$ cat config.mk
export PLATFORM = sky130hd
export DESIGN_NAME = acs_sequencer
export DESIGN_NICKNAME = d
export VERILOG_FILES = /design/src/pkg/acs_pkg.sv /design/src/core/acs_sequencer.sv /design/src/core/acs_clkdiv.sv
export SDC_FILE = /design/constraint.sdc
export NUM_CORES = 1
export LEC_CHECK = 0
export BUFFER_PORTS_ARGS = -buffer_cell sky130_fd_sc_hd__buf_2
export CAP_MARGIN = 15
export CORE_MARGIN = 10
export CORE_UTILIZATION = 48
export CTS_BUF_LIST = sky130_fd_sc_hd__clkbuf_8 sky130_fd_sc_hd__clkbuf_16
export DETAILED_ROUTE_END_ITERATION = 6
export HOLD_SLACK_MARGIN = 0.03
export PLACE_DENSITY = 0.75
export SYNTH_ARGS = -nofsm -noshare
export SYNTH_HDL_FRONTEND = slang
export SYNTH_HIERARCHICAL = 1
export SYNTH_SLANG_ARGS = --single-unit
$ cat constraint.sdc
create_clock -name clk_sys -period 3.05 [get_ports clk_sys]
set_clock_uncertainty 0.15 [all_clocks]
set_input_delay 0.1525 -clock clk_sys [delete_from_list [all_inputs] [get_ports clk_sys]]
set_output_delay 0.1525 -clock clk_sys [all_outputs]
set_load 0.01 [all_outputs]
$ cat src/pkg/acs_pkg.sv
// Purpose: Shared constants for the converter sequencer.
// Assumes: APB slave, 32-bit data, one register per aligned word.
// Notes: Register bytes sit in the low eight bits of each word.
package acs_pkg;
   // Register byte addresses.
   localparam logic [7:0] ADDR_CTRL0 = 8'h00;
   localparam logic [7:0] ADDR_CTRL1 = 8'h04;
   localparam logic [7:0] ADDR_CTRL2 = 8'h08;
   localparam logic [7:0] ADDR_RES_LO = 8'h0c;
   localparam logic [7:0] ADDR_RES_HI = 8'h10;
   localparam logic [7:0] ADDR_PIN_LO = 8'h14;
   localparam logic [7:0] ADDR_PIN_HI = 8'h18;
   localparam logic [7:0] ADDR_IRQ = 8'h1c;
   // Control register 0 fields.
   localparam int C0_START = 7;
   localparam int C0_BUSY = 6;
   localparam int C0_EN = 5;
   localparam int C0_FMT = 4;
   // Control register 1 and 2 fields.
   localparam int C1_INS_LSB = 4;
   localparam int C2_AMP_EN = 7;
   localparam int C2_AMP_IN = 4;
   localparam int C2_REF_LSB = 2;
   // Reset values.
   localparam logic [7:0] RST_BYTE = 8'h00;
   // Conversion timing in converter clock cycles; result width in bits.
   localparam int SAMPLE_CYCLES = 4;
   localparam int CONVERT_CYCLES = 12;
   localparam int TOTAL_CYCLES = SAMPLE_CYCLES + CONVERT_CYCLES;
   localparam int RESULT_BITS = 12;
   // Reference decode.
   localparam logic [1:0] REF_SUPPLY = 2'h0;
   localparam logic [1:0] REF_PIN = 2'h1;
   localparam logic [1:0] REF_AMP = 2'h2;
   // Analog input routing codes presented to the analog macro.
   localparam logic [3:0] IN_EXTERNAL = 4'h0;
   localparam logic [3:0] IN_SUPPLY = 4'h1;
   localparam logic [3:0] IN_SUPPLY_2 = 4'h2;
   localparam logic [3:0] IN_SUPPLY_4 = 4'h3;
   localparam logic [3:0] IN_AMP = 4'h5;
   localparam logic [3:0] IN_AMP_2 = 4'h6;
   localparam logic [3:0] IN_AMP_4 = 4'h7;
   localparam logic [3:0] IN_CUR_AMP = 4'h8;
   localparam logic [3:0] IN_OV_TAP = 4'h9;
   localparam logic [3:0] IN_BAT_TAP = 4'ha;
   localparam logic [3:0] IN_GROUND = 4'hb;
   typedef enum logic [1:0] {ST_IDLE, ST_RESET, ST_ARMED, ST_RUN} acs_state_t;
endpackage : acs_pkg

$ cat src/core/acs_sequencer.sv
// Purpose: Start protocol, busy flag, timing, routing and result for a 12-bit converter.
// Assumes: APB slave with zero wait states; analog macro supplies result bits.
// Notes: Converter clock exists only as strobes from acs_clkdiv.
// Functional notes
// - Start only after start bit high then low.
// - Start high holds converter reset, busy cleared.
// - Busy set on start, cleared on completion.
// - Completion sets request flag; enabled raises interrupt.
// - Converter clock is system clock over two-power.
// - Enable powers converter; software waits settling.
// - Reference field selects; amplifier needs enable first.
// - Analog pin drops pull-up, direction, other functions.
// - Unlisted internal codes route chosen external channel.
// - Internal codes map to internal sources.
// - Internal input wins over external channel.
// - Internal reference wins over external pin.
// - Bandgap wins over amplifier input pin.
// - Four sample cycles then twelve conversion cycles.
// - Result stored, latched half cycle later.
// - Format bit selects left or right justification.
// - Disabled converter leaves result registers unchanged.
// - Reference decode: supply, pin, amplifier.
module acs_sequencer #(
   parameter int DIV_W = 3,
   parameter int PINS = 8
) (
   // Clock and reset.
   input wire logic clk_sys,
   input wire logic reset_n,
   // APB slave.
   input wire logic psel,
   input wire logic penable,
   input wire logic pwrite,
   input wire logic [7:0] paddr,
   input wire logic [31:0] pwdata,
   output logic [31:0] prdata,
   output logic pready,
   output logic pslverr,
   // Analog converter macro.
   input wire logic [acs_pkg::RESULT_BITS-1:0] conv_data,
   output logic conv_power_enable,
   output logic conv_reset,
   output logic conv_sample,
   output logic conv_convert,
   output logic conv_clk_strobe,
   output logic [3:0] input_route,
   output logic [3:0] external_channel_sel,
   output logic [1:0] reference_route,
   output logic amplifier_enable,
   output logic amplifier_input_bg,
   // Port pin control.
   output logic [PINS-1:0] pin_analog,
   output logic [PINS-1:0] pin_pullup_disable,
   output logic [PINS-1:0] pin_dir_override,
   // Interrupt controller side.
   input wire logic conv_irq_enable,
   output logic conv_irq_req,
   output logic conv_irq
);
   logic [7:0] ctrl0_r, ctrl0_nxt, ctrl1_r, ctrl1_nxt, ctrl2_r, ctrl2_nxt;
   logic [7:0] pin_lo_r, pin_lo_nxt, pin_hi_r, pin_hi_nxt;
   logic [7:0] res_lo_r, res_lo_nxt, res_hi_r, res_hi_nxt;
   logic [acs_pkg::RESULT_BITS-1:0] stage_r, stage_nxt;
   logic latch_pend_r, latch_pend_nxt;
   logic busy_r, busy_nxt, irqf_r, irqf_nxt;
   logic [4:0] cyc_r, cyc_nxt;
   logic [31:0] prdata_r, prdata_nxt;
   acs_pkg::acs_state_t st_r, st_nxt;
   logic wr, rd, start_bit, en, done, rise, fall;

   acs_clkdiv #(.DIV_W(DIV_W)) u_div (
      .clk_sys(clk_sys),
      .reset_n(reset_n),
      .run(en),
      .div_sel(ctrl1_r[DIV_W-1:0]),
      .rise(rise),
      .fall(fall)
   );

   // Decodes a 4-bit internal select into the routed source; unlisted codes fall to external.
   function automatic logic [3:0] route_input(input logic [3:0] ins);
      case (ins)
         acs_pkg::IN_SUPPLY, acs_pkg::IN_SUPPLY_2, acs_pkg::IN_SUPPLY_4,
         acs_pkg::IN_AMP, acs_pkg::IN_AMP_2, acs_pkg::IN_AMP_4,
         acs_pkg::IN_CUR_AMP, acs_pkg::IN_OV_TAP, acs_pkg::IN_BAT_TAP,
         acs_pkg::IN_GROUND: route_input = ins;
         default: route_input = acs_pkg::IN_EXTERNAL;
      endcase
   endfunction : route_input

   // Places the 12-bit result in a 16-bit pair per the format bit.
   function automatic logic [15:0] justify(input logic fmt,
                                           input logic [acs_pkg::RESULT_BITS-1:0] d);
      if (fmt)
         justify = {4'h0, d};
      else
         justify = {d, 4'h0};
   endfunction : justify

   assign pready = 1'b1;
   assign pslverr = 1'b0;
   assign prdata = prdata_r;
   assign wr = psel && penable && pwrite;
   assign rd = psel && !penable && !pwrite;
   assign start_bit = ctrl0_r[acs_pkg::C0_START];
   assign en = ctrl0_r[acs_pkg::C0_EN];
   assign conv_power_enable = en;
   assign conv_clk_strobe = rise;
   assign conv_reset = (st_r == acs_pkg::ST_RESET);
   assign conv_sample = (st_r == acs_pkg::ST_RUN) && (cyc_r < 5'(acs_pkg::SAMPLE_CYCLES));
   assign conv_convert = (st_r == acs_pkg::ST_RUN) && !conv_sample;
   assign input_route = route_input(ctrl1_r[7:4]);
   assign external_channel_sel = ctrl0_r[3:0];
   // Any reference code other than the pin is internal, so the internal source wins.
   assign reference_route = ctrl2_r[3] ? acs_pkg::REF_AMP : ctrl2_r[3:2];
   assign amplifier_enable = ctrl2_r[acs_pkg::C2_AMP_EN];
   assign amplifier_input_bg = ctrl2_r[acs_pkg::C2_AMP_IN];
   // Each pin uses two select bits; nonzero pair marks the pin analog.
   always_comb
   begin
      for (int i = 0; i < PINS; i++)
      begin
         if (i < 4)
            pin_analog[i] = |pin_lo_r[2*i +: 2];
         else
            pin_analog[i] = |pin_hi_r[2*(i-4) +: 2];
      end
   end
   assign pin_pullup_disable = pin_analog;
   assign pin_dir_override = pin_analog;
   assign conv_irq_req = irqf_r;
   assign conv_irq = irqf_r && conv_irq_enable;
   assign done = (st_r == acs_pkg::ST_RUN) && rise && (cyc_r == 5'(acs_pkg::TOTAL_CYCLES - 1));

   // Register writes and reads.
   always_comb
   begin
      ctrl0_nxt = ctrl0_r;
      ctrl1_nxt = ctrl1_r;
      ctrl2_nxt = ctrl2_r;
      pin_lo_nxt = pin_lo_r;
      pin_hi_nxt = pin_hi_r;
      irqf_nxt = irqf_r;
      prdata_nxt = prdata_r;
      if (wr)
      begin
         case (paddr)
            acs_pkg::ADDR_CTRL0: ctrl0_nxt = pwdata[7:0] & 8'hbf;
            acs_pkg::ADDR_CTRL1: ctrl1_nxt = pwdata[7:0] & 8'hf7;
            acs_pkg::ADDR_CTRL2: ctrl2_nxt = pwdata[7:0] & 8'h9f;
            acs_pkg::ADDR_PIN_LO: pin_lo_nxt = pwdata[7:0];
            acs_pkg::ADDR_PIN_HI: pin_hi_nxt = pwdata[7:0];
            acs_pkg::ADDR_IRQ: if (pwdata[0]) irqf_nxt = 1'b0;
            default: ;
         endcase
      end
      if (done)
         irqf_nxt = 1'b1;
      if (rd)
      begin
         case (paddr)
            acs_pkg::ADDR_CTRL0: prdata_nxt = {24'h0, ctrl0_r[7], busy_r, ctrl0_r[5:0]};
            acs_pkg::ADDR_CTRL1: prdata_nxt = {24'h0, ctrl1_r};
            acs_pkg::ADDR_CTRL2: prdata_nxt = {24'h0, ctrl2_r};
            acs_pkg::ADDR_RES_LO: prdata_nxt = {24'h0, res_lo_r};
            acs_pkg::ADDR_RES_HI: prdata_nxt = {24'h0, res_hi_r};
            acs_pkg::ADDR_PIN_LO: prdata_nxt = {24'h0, pin_lo_r};
            acs_pkg::ADDR_PIN_HI: prdata_nxt = {24'h0, pin_hi_r};
            acs_pkg::ADDR_IRQ: prdata_nxt = {31'h0, irqf_r};
            default: prdata_nxt = 32'h0000_0000;
         endcase
      end
   end

   // Start protocol and conversion timing.
   always_comb
   begin
      st_nxt = st_r;
      cyc_nxt = cyc_r;
      busy_nxt = busy_r;
      stage_nxt = stage_r;
      latch_pend_nxt = latch_pend_r;
      res_lo_nxt = res_lo_r;
      res_hi_nxt = res_hi_r;
      case (st_r)
         acs_pkg::ST_IDLE:
            if (start_bit)
               st_nxt = acs_pkg::ST_RESET;
         acs_pkg::ST_RESET:
         begin
            busy_nxt = 1'b0;
            if (!start_bit)
               st_nxt = acs_pkg::ST_ARMED;
         end
         acs_pkg::ST_ARMED:
            if (start_bit)
               st_nxt = acs_pkg::ST_RESET;
            else if (en && rise)
            begin
               st_nxt = acs_pkg::ST_RUN;
               busy_nxt = 1'b1;
               cyc_nxt = 5'h00;
            end
         acs_pkg::ST_RUN:
            if (start_bit)
               st_nxt = acs_pkg::ST_RESET;
            else if (done)
            begin
               st_nxt = acs_pkg::ST_IDLE;
               busy_nxt = 1'b0;
               stage_nxt = conv_data;
               latch_pend_nxt = 1'b1;
            end
            else if (rise)
               cyc_nxt = cyc_r + 5'h01;
         default: st_nxt = acs_pkg::ST_IDLE;
      endcase
      // Clearing on the start edge itself keeps a read in the next cycle from seeing busy.
      if (start_bit)
         busy_nxt = 1'b0;
      // Result latches on the next falling converter edge; a start first
      // disturbs it, as the hardware it mirrors does.
      if (latch_pend_r && start_bit)
      begin
         stage_nxt = conv_data;
         latch_pend_nxt = 1'b0;
      end
      else if (latch_pend_r && fall && en)
      begin
         {res_hi_nxt, res_lo_nxt} = justify(ctrl0_r[acs_pkg::C0_FMT], stage_r);
         latch_pend_nxt = 1'b0;
      end
      if (!en)
      begin
         latch_pend_nxt = latch_pend_r;
         res_lo_nxt = res_lo_r;
         res_hi_nxt = res_hi_r;
      end
   end

   always_ff @(posedge clk_sys)
   begin
      if (!reset_n)
      begin
         ctrl0_r <= acs_pkg::RST_BYTE;
         ctrl1_r <= acs_pkg::RST_BYTE;
         ctrl2_r <= acs_pkg::RST_BYTE;
         pin_lo_r <= acs_pkg::RST_BYTE;
         pin_hi_r <= acs_pkg::RST_BYTE;
         res_lo_r <= acs_pkg::RST_BYTE;
         res_hi_r <= acs_pkg::RST_BYTE;
         stage_r <= '0;
         latch_pend_r <= 1'b0;
         busy_r <= 1'b0;
         irqf_r <= 1'b0;
         cyc_r <= 5'h00;
         prdata_r <= 32'h0000_0000;
         st_r <= acs_pkg::ST_IDLE;
      end
      else
      begin
         ctrl0_r <= ctrl0_nxt;
         ctrl1_r <= ctrl1_nxt;
         ctrl2_r <= ctrl2_nxt;
         pin_lo_r <= pin_lo_nxt;
         pin_hi_r <= pin_hi_nxt;
         res_lo_r <= res_lo_nxt;
         res_hi_r <= res_hi_nxt;
         stage_r <= stage_nxt;
         latch_pend_r <= latch_pend_nxt;
         busy_r <= busy_nxt;
         irqf_r <= irqf_nxt;
         cyc_r <= cyc_nxt;
         prdata_r <= prdata_nxt;
         st_r <= st_nxt;
      end
   end
endmodule : acs_sequencer

$ cat src/core/acs_clkdiv.sv
// Purpose: Divides the system clock into converter clock edge strobes.
// Assumes: Divider code 0 divides by one, each step doubles.
// Notes: Outputs one-cycle rise and fall strobes; no derived clock net.
module acs_clkdiv #(
   parameter int DIV_W = 3
) (
   // Clock and reset.
   input wire logic clk_sys,
   input wire logic reset_n,
   // Control.
   input wire logic run,
   input wire logic [DIV_W-1:0] div_sel,
   // Strobes.
   output logic rise,
   output logic fall
);
   localparam int CW = (1 << DIV_W);
   logic [CW-1:0] cnt_r;
   logic [CW-1:0] cnt_nxt;
   logic [CW-1:0] half;
   logic phase_r;
   logic phase_nxt;

   // With divide by one both edges share each system cycle, so phase holds its value.
   always_comb
   begin
      half = CW'(1) << div_sel;
      half = half >> 1;
      cnt_nxt = cnt_r;
      phase_nxt = phase_r;
      rise = 1'b0;
      fall = 1'b0;
      if (!run)
      begin
         cnt_nxt = '0;
         phase_nxt = 1'b0;
      end
      else if (div_sel == '0)
      begin
         rise = 1'b1;
         fall = 1'b1;
      end
      // Greater-or-equal recovers at once when the divider code is lowered mid-count.
      else if (cnt_r >= half - CW'(1))
      begin
         cnt_nxt = '0;
         phase_nxt = !phase_r;
         rise = !phase_r;
         fall = phase_r;
      end
      else
      begin
         cnt_nxt = cnt_r + CW'(1);
      end
   end

   always_ff @(posedge clk_sys)
   begin
      if (!reset_n)
      begin
         cnt_r <= '0;
         phase_r <= 1'b0;
      end
      else
      begin
         cnt_r <= cnt_nxt;
         phase_r <= phase_nxt;
      end
   end
endmodule : acs_clkdiv

==> results.yml, run 1 <==
outcome:
  status: "finished, violations left"
  violations: "negative setup slack"
critical_path:
  crit_path_max_fanout: 6
  worstSetupPathType: "register to register"
  critPathRequiredTime_ns: 3.15
  start_kind: "register"
  cp.arrival_ns: 3.18
  worstSetupEndpointType: "register"
  reg2reg_depth: 12
power:
  p_comb_share_pct: 7.1
  p_switching_mw: 0.528
  vdd_drop_max_mv: 0.272
  clock_power_share_pct: 36.3
  p_leak_nw: 2.83
  p_total_mw: 2.09
  switching_share_pct: 25.2
  pwr_density_cell_mw_per_mm2: 344
  pwr-share-seq_pct: 56.6
  p_int_mw: 1.57
job:
  maxCapViolCount: 0
routing:
  antenna_left: 0
  first_iter_violations: 282
  viasPerCell: 5.38
  dr.pass1.iters: 5
  wl_per_cell_um: 16.7
  drt_wl_total_um: 13100
  vias: 4209
  drc: 0
final_layout:
  fill_cells: 961
  syn_to_final_growth_pct: 16.7
  drive_gt1_share_pct: 25.8
  ff_latch_area_mm2: 0.00183
  multi_input_area_mm2: 0.00308
  nets: 707
  num_antenna_cells: 0
placed_design:
  hpwl_um: 9430
  port-buffer-count: 84
  gp_congestion: 0.862
synthesis:
  yosysUniqueCellTypes: 70
  synth_area_leaders: "dfxtp_1, mux2i_1, buf_4"
  synth_flop_cell: "dfxtp_1"
  synth.yosys.seq_area_share_pct: 34.9
  syn_area_per_cell_um2: 9.36
  postSynthCellCount: 558
  yosys_warnings: 6
  syn_area_mm2: 0.00522
  synth_top_cell_by_area: "dfxtp_1"
  synth_async_sr_flop_share_pct: 0
  synth_top_area_share_pct: 34.9
  ys_seq_elements: 91
  synth_edf_count: 0
floorplan:
  dieWidth_um: 124
  die-area_mm2: 0.0154
  io_pins: 135
  rows: 38
  start_util_pct: 48.6
  die_h_um: 124
  core_mm2: 0.0107
sta:
  final_max_slew_viol_count: 0
  max_freq_mhz: 325
  hold_ws_ns: 0.0488
  hold_viol_final: 0
  finalCritPeriodShare_pct: 101
  fin_crit_ns: 3.08
  setup_violations: 7
  worst_slew_pin_slew_ns: 0.968
  fin_ws_ns: -0.0284
  rsz0062_at_grt: "true"
  relSlewSlack_pct: 35.3
hold_path:
  hold_depth: 4
  worstHoldPathType: "primary input to register"
clocking:
  clockBufferDepth: 2
  cts_tree: "done"
  cts-root-buf: "clkbuf_8"
  path_clk_slew_ns: 0.09
  insertion_delay_ns: 0.36
  numCtsBuffers: 9
  h-tree-depth: 3
  numClockSinks: 91
global_route:
  grt_start_max_net_pins: 83
  grt_overflow: 0
  grt_pass1_vias: 4118
  grt_pass1_wl_um: 21300
  antenna_found_initial: 0
  grt_usage_pct: 16.1
-- Yosys cell counts, types with 7 or more instances --
| library cell | count |
|---|---|
| dfxtp_1 | 91 |
| mux2i_1 | 63 |
| nor2b_1 | 58 |
| buf_4 | 49 |
| nand2_1 | 29 |
| nor2_1 | 29 |
| clkbuf_1 | 15 |
| buf_2 | 14 |
| nand3_1 | 12 |
| o21ai_0 | 12 |
| a21boi_0 | 11 |
| a21oi_1 | 11 |
| ha_1 | 11 |
| or2_2 | 10 |
| and3_1 | 9 |
| and2_1 | 8 |
| o211a_1 | 8 |
| nand3b_1 | 7 |
| xnor2_1 | 7 |
-- power by group through the flow --
stage	clock (mW)	combinational [mW]	sequential (mW)
6_report	0.759	0.149	1.19
5_1_grt	0.833	0.162	1.19
4_1_cts	0.778	0.145	1.19
3_5_place_dp	0	0.125	1.21
3_3_place_gp	0	0.123	1.21
2_1_floorplan	0	0.101	1.21
-- through the flow --
stage                     setup slack, ns  instances  cell area, um^2  util (%)  setup TNS, ns
after floorplan                   -0.0186        582             5350         -         -0.186
after global placement             0.0564        739             5560      51.7              0
after detailed placement           0.0178        739             5560      51.7              0
after CTS                        -0.00714        776             5940      55.3       -0.00840
after global routing               -0.126        783             6090      56.7          -1.78
final                             -0.0284        783             6090      56.7         -0.106
-- state kept, by name (all words and copies together) (netlist names) --
signal / cells
cyc_r: 5
prdata: 8
busy_r: 1
res_hi_r: 8
ctrl0_r: 7
ctrl1_r: 7
latch_pend_r: 1
ctrl2_r: 6
u_div/phase_r: 1
u_div/cnt_r: 8
pin_hi_r: 8
res_lo_r: 8
pin_lo_r: 8
stage_r: 12
conv_irq_req: 1
st_r: 2
-- worst max-delay path, stage by stage, from the launching register on --
cell       delay, ns
dfxtp_4         0.36
or3b_4          0.40
ha_4            0.21
nand2b_4        0.12
a2111o_1        0.45
a21oi_4         0.17
o21ai_2         0.06
and2_4          0.16
and4_4          0.19
mux2i_4         0.23
clkbuf_16       0.21
mux2i_1         0.18
nor2b_1         0.06
-- kinds of logic (layout without fill, tap and decap cells) --
kind of cell,Yosys count,in the layout,share of synthesized area [%]
AND/OR/NAND/NOR,207,207,25.0
multiplexers,70,70,14.1
AO/OA/AOI/OAI,82,82,11.6
flip-flops,91,91,34.9
adder cells (fa/ha/maj),11,11,2.64
XOR/XNOR,10,10,1.68
other,2,26,0.144
buffers and inverters,85,146,9.97
-- repair_timing --
item,CTS,global route
pin swaps,0,6
endpoints found under the setup margin,2,34
endpoints found under the hold margin,52,0
hold buffers,21,0
resized for setup,0,12
gates cloned,0,1
setup buffers,0,6
-- cell usage in the layout, fill, tap and decap left out, types with 12 or more instances in the layout --
master          n
dfxtp_1        88
buf_2          84
mux2i_1        63
nor2b_1        58
nor2_1         29
nand2_1        29
conb_1         26
dlygate4sd3_1  21
buf_4          15
nand3_1        12
o21ai_0        12
-- final cells by class --
cell class / instances / share of cell area [%]
multi-input combinational: 406 / 50.5
sequential: 91 / 30.0
timing repair buffer: 123 / 13.3
tap: 140 / 2.88
clock buffer: 10 / 2.26
clock inverter: 6 / 0.657
inverter: 7 / 0.431
-- final timing paths --
| kind | end | from | slack [ns] |
|---|---|---|---|
| setup / recovery | stage_r[10]$_SDFFE_PN0P_ | ctrl1_r[2]$_SDFFE_PN0P_ | -0.03 |
| hold / removal | prdata[4]$_SDFFE_PN0P_ | pwrite | 0.05 |
| setup reg to reg | stage_r[10]$_SDFFE_PN0P_ | ctrl1_r[2]$_SDFFE_PN0P_ | -0.03 |
| hold reg to reg | res_hi_r[7]$_SDFFE_PN0P_ | res_hi_r[7]$_SDFFE_PN0P_ | 0.32 |
-- per-layer routing --
layer | wire (um) | GRT usage (%)
met5 | 0 | 0
met1 | 5770 | 20.9
met2 | 6260 | 25.7
met4 | 163 | 4.52
met3 | 865 | 4.26
Note: power is estimated with default switching activity, not from simulation.
==> inputs of run 2 (changes only) <==
--- a/config.mk
+++ b/config.mk
@@ -8,11 +8,12 @@
 export BUFFER_PORTS_ARGS = -buffer_cell sky130_fd_sc_hd__buf_2
 export CAP_MARGIN = 15
 export CORE_MARGIN = 10
-export CORE_UTILIZATION = 48
+export CORE_UTILIZATION = 58
 export CTS_BUF_LIST = sky130_fd_sc_hd__clkbuf_8 sky130_fd_sc_hd__clkbuf_16
 export DETAILED_ROUTE_END_ITERATION = 6
 export HOLD_SLACK_MARGIN = 0.03
-export PLACE_DENSITY = 0.75
+export PLACE_DENSITY = 0.85
+export SLEW_MARGIN = 40
 export SYNTH_ARGS = -nofsm -noshare
 export SYNTH_HDL_FRONTEND = slang
 export SYNTH_HIERARCHICAL = 1
==> constraint.sdc (replaced) <==
create_clock -name clk_sys -period 3.8 [get_ports clk_sys]
set_clock_uncertainty 0.15 [all_clocks]
set_input_delay 0.19 -clock clk_sys [delete_from_list [all_inputs] [get_ports clk_sys]]
set_output_delay 0.19 -clock clk_sys [all_outputs]
set_load 0.01 [all_outputs]
==> run 2 against run 1 <==
Net effect:
- the run now ends clean
- final area down 4.8%
- clock power down 20%
- via count down 0.93%
- core utilization up 9.5 points
- combinational power down 23%
- sequential power down 20%
- critical path depth unchanged
- first-iteration DRC count down 7.8%
- cell count down 6.1%
- largest power group unchanged
==> results.yml, run 2 (synthesis gave the netlist of run 1 again) <==
outcome:
  status: "finished, final reports clean"
job:
  maxCapViolCount: 0
hold_path:
  min_to: "ctrl1_r[5]$_SDFFE_PN0P_"
  hold_depth: 3
  worstHoldPathType: "primary input to register"
  hold_start: "pwdata[5]"
power:
  p_comb_share_pct: 6.9
  switching_share_pct: 23.4
  pwr_density_cell_mw_per_mm2: 289
  p_int_mw: 1.28
  pwr-share-seq_pct: 56.9
  clock_power_share_pct: 36.2
  p_switching_mw: 0.392
  vdd_drop_max_mv: 0.178
  p_leak_nw: 2.73
critical_path:
  crit_family: "simple AND/OR/NAND/NOR gates"
  critPathRequiredTime_ns: 3.90
  ff2ff_setup_slack_ns: 0.21
  cp-startpoint: "ctrl1_r[2]$_SDFFE_PN0P_"
  worstSetupPathType: "register to register"
  r2r-start: "ctrl1_r[2]$_SDFFE_PN0P_"
  reg2reg_to: "stage_r[4]$_SDFFE_PN0P_"
  crit_path_max_fanout: 9
  critical-path-slowest-cell: "or3b_2"
  cp.arrival_ns: 3.69
  crit_buf_inv: 1
  start_kind: "register"
  slowest_delay_ns: 0.51
  worstSetupEndpointType: "register"
  crit_chain: "or3b_2 > ha_1 > nand2b_4 > a2111o_1 > a21oi_4 > o21ai_1 > and2_1 > and4_2 > mux2i_4 > buf_6 > mux2i_1 > nor2b_1"
  reg2reg_depth: 12
clocking:
  clockBufferDepth: 2
  h-tree-depth: 3
  path_clk_slew_ns: 0.09
  cts_tree: "done"
  insertion_delay_ns: 0.36
  numCtsBuffers: 9
  numClockSinks: 91
  cts-root-buf: "clkbuf_8"
placed_design:
  port-buffer-count: 84
  hpwl_um: 9330
  gp_congestion: 0.912
global_route:
  grt_pass1_wl_um: 20300
  antenna_found_initial: 0
  grt_overflow: 0
  grt_usage_pct: 18.7
  grt_start_max_net_pins: 51
  grt_pass1_vias: 4017
floorplan:
  start_util_pct: 59.6
  rows: 34
  core_mm2: 0.00876
  dieWidth_um: 115
  die_h_um: 115
  die-area_mm2: 0.0132
  io_pins: 135
sta:
  setup_tns_ns: 0
  rsz0062_at_grt: "false"
  relSlewSlack_pct: 49.9
  final_max_slew_viol_count: 0
  max_freq_mhz: 279
  fin_crit_ns: 3.59
  worst_slew_pin_slew_ns: 0.750
  finalCritPeriodShare_pct: 94.5
  hold_viol_final: 0
  setup_violations: 0
final_layout:
  num_antenna_cells: 0
  syn_to_final_growth_pct: 11.1
  drive_gt1_share_pct: 23.1
  final_cell_mix: "dfxtp_1, buf_2, mux2i_1, nor2b_1"
  utilization_pct: 66.2
  largest_register_ffs: 12
  nets: 692
  final_common_cell: "dfxtp_1"
  regMostFlops: "stage_r"
routing:
  vias: 4170
  wl_per_cell_um: 17.6
  first_iter_violations: 260
  drt_wl_total_um: 12900
  drc: 0
  viasPerCell: 5.67
  dr.pass1.iters: 7
  antenna_left: 0
[run 2: area by class of cell]
| class | count | area (um^2) |
|---|---|---|
| inverters | 7 | 26.3 |
| multi-input cells | 406 | 2990 |
| clock buffers | 12 | 165 |
| fillers | 691 | 2960 |
| repair buffers | 108 | 648 |
| well taps | 108 | 135 |
| flip-flops and latches | 91 | 1820 |
| clock inverters | 3 | 13.8 |
[run 2: worst max path at each step]
stage                                    end  depth (start not counted)
floorplan           stage_r[10]$_SDFFE_PN0P_                         12
global placement    res_lo_r[0]$_SDFFE_PN0P_                         11
detailed placement   stage_r[6]$_SDFFE_PN0P_                         12
CTS                  stage_r[6]$_SDFFE_PN0P_                         12
global route         stage_r[4]$_SDFFE_PN0P_                         12
finish               stage_r[4]$_SDFFE_PN0P_                         12
[run 2: per-stage QoR]
step	hold WS, ns	cell area [um^2]	cells	total power [mW]	setup slack (ns)
final	0.0483	5800	735	1.67	0.211
after global routing	0.0453	5800	735	1.72	0.0542
after CTS	0.0330	5750	731	1.67	0.122
after detailed placement	0.303	5410	700	1.07	0.165
after global placement	0.292	5400	700	1.07	0.197
after floorplan	0.206	5310	582	1.06	0.358
[run 2: timing repair]
| action | 4_1_cts | 5_1_grt |
|---|---|---|
| endpoints found under the setup margin | 0 | 12 |
| hold buffers | 16 | 0 |
| endpoints found under the hold margin | 22 | 0 |
| buffers inserted | 0 | 2 |
| gates resized for setup | 0 | 6 |
[run 2: per-layer routing]
metal | vias to the layer above | global-route usage [%] | part of all wire [%]
li1 | 2031 | - | -
met3 | 23 | 4.32 | 7.4
met2 | 150 | 30.7 | 48
met1 | 1966 | 23.1 | 43
met5 | - | 0 | 0
met4 | 0 | 7.51 | 1.6
[run 2: power by group through the flow]
stage	combinational [mW]	sequential, mW	clock (mW)
floorplan	0.0811	0.975	0
global placement	0.0967	0.975	0
detailed placement	0.0981	0.975	0
CTS	0.111	0.953	0.611
global route	0.123	0.953	0.649
finish	0.115	0.953	0.606
[run 2: worst min-delay path, delay by kind of cell]
kind | cells | cell delay, ns
buffers and inverters | 1 | 0.15
muxes | 1 | 0.09
and+or+nand+nor | 1 | 0.09
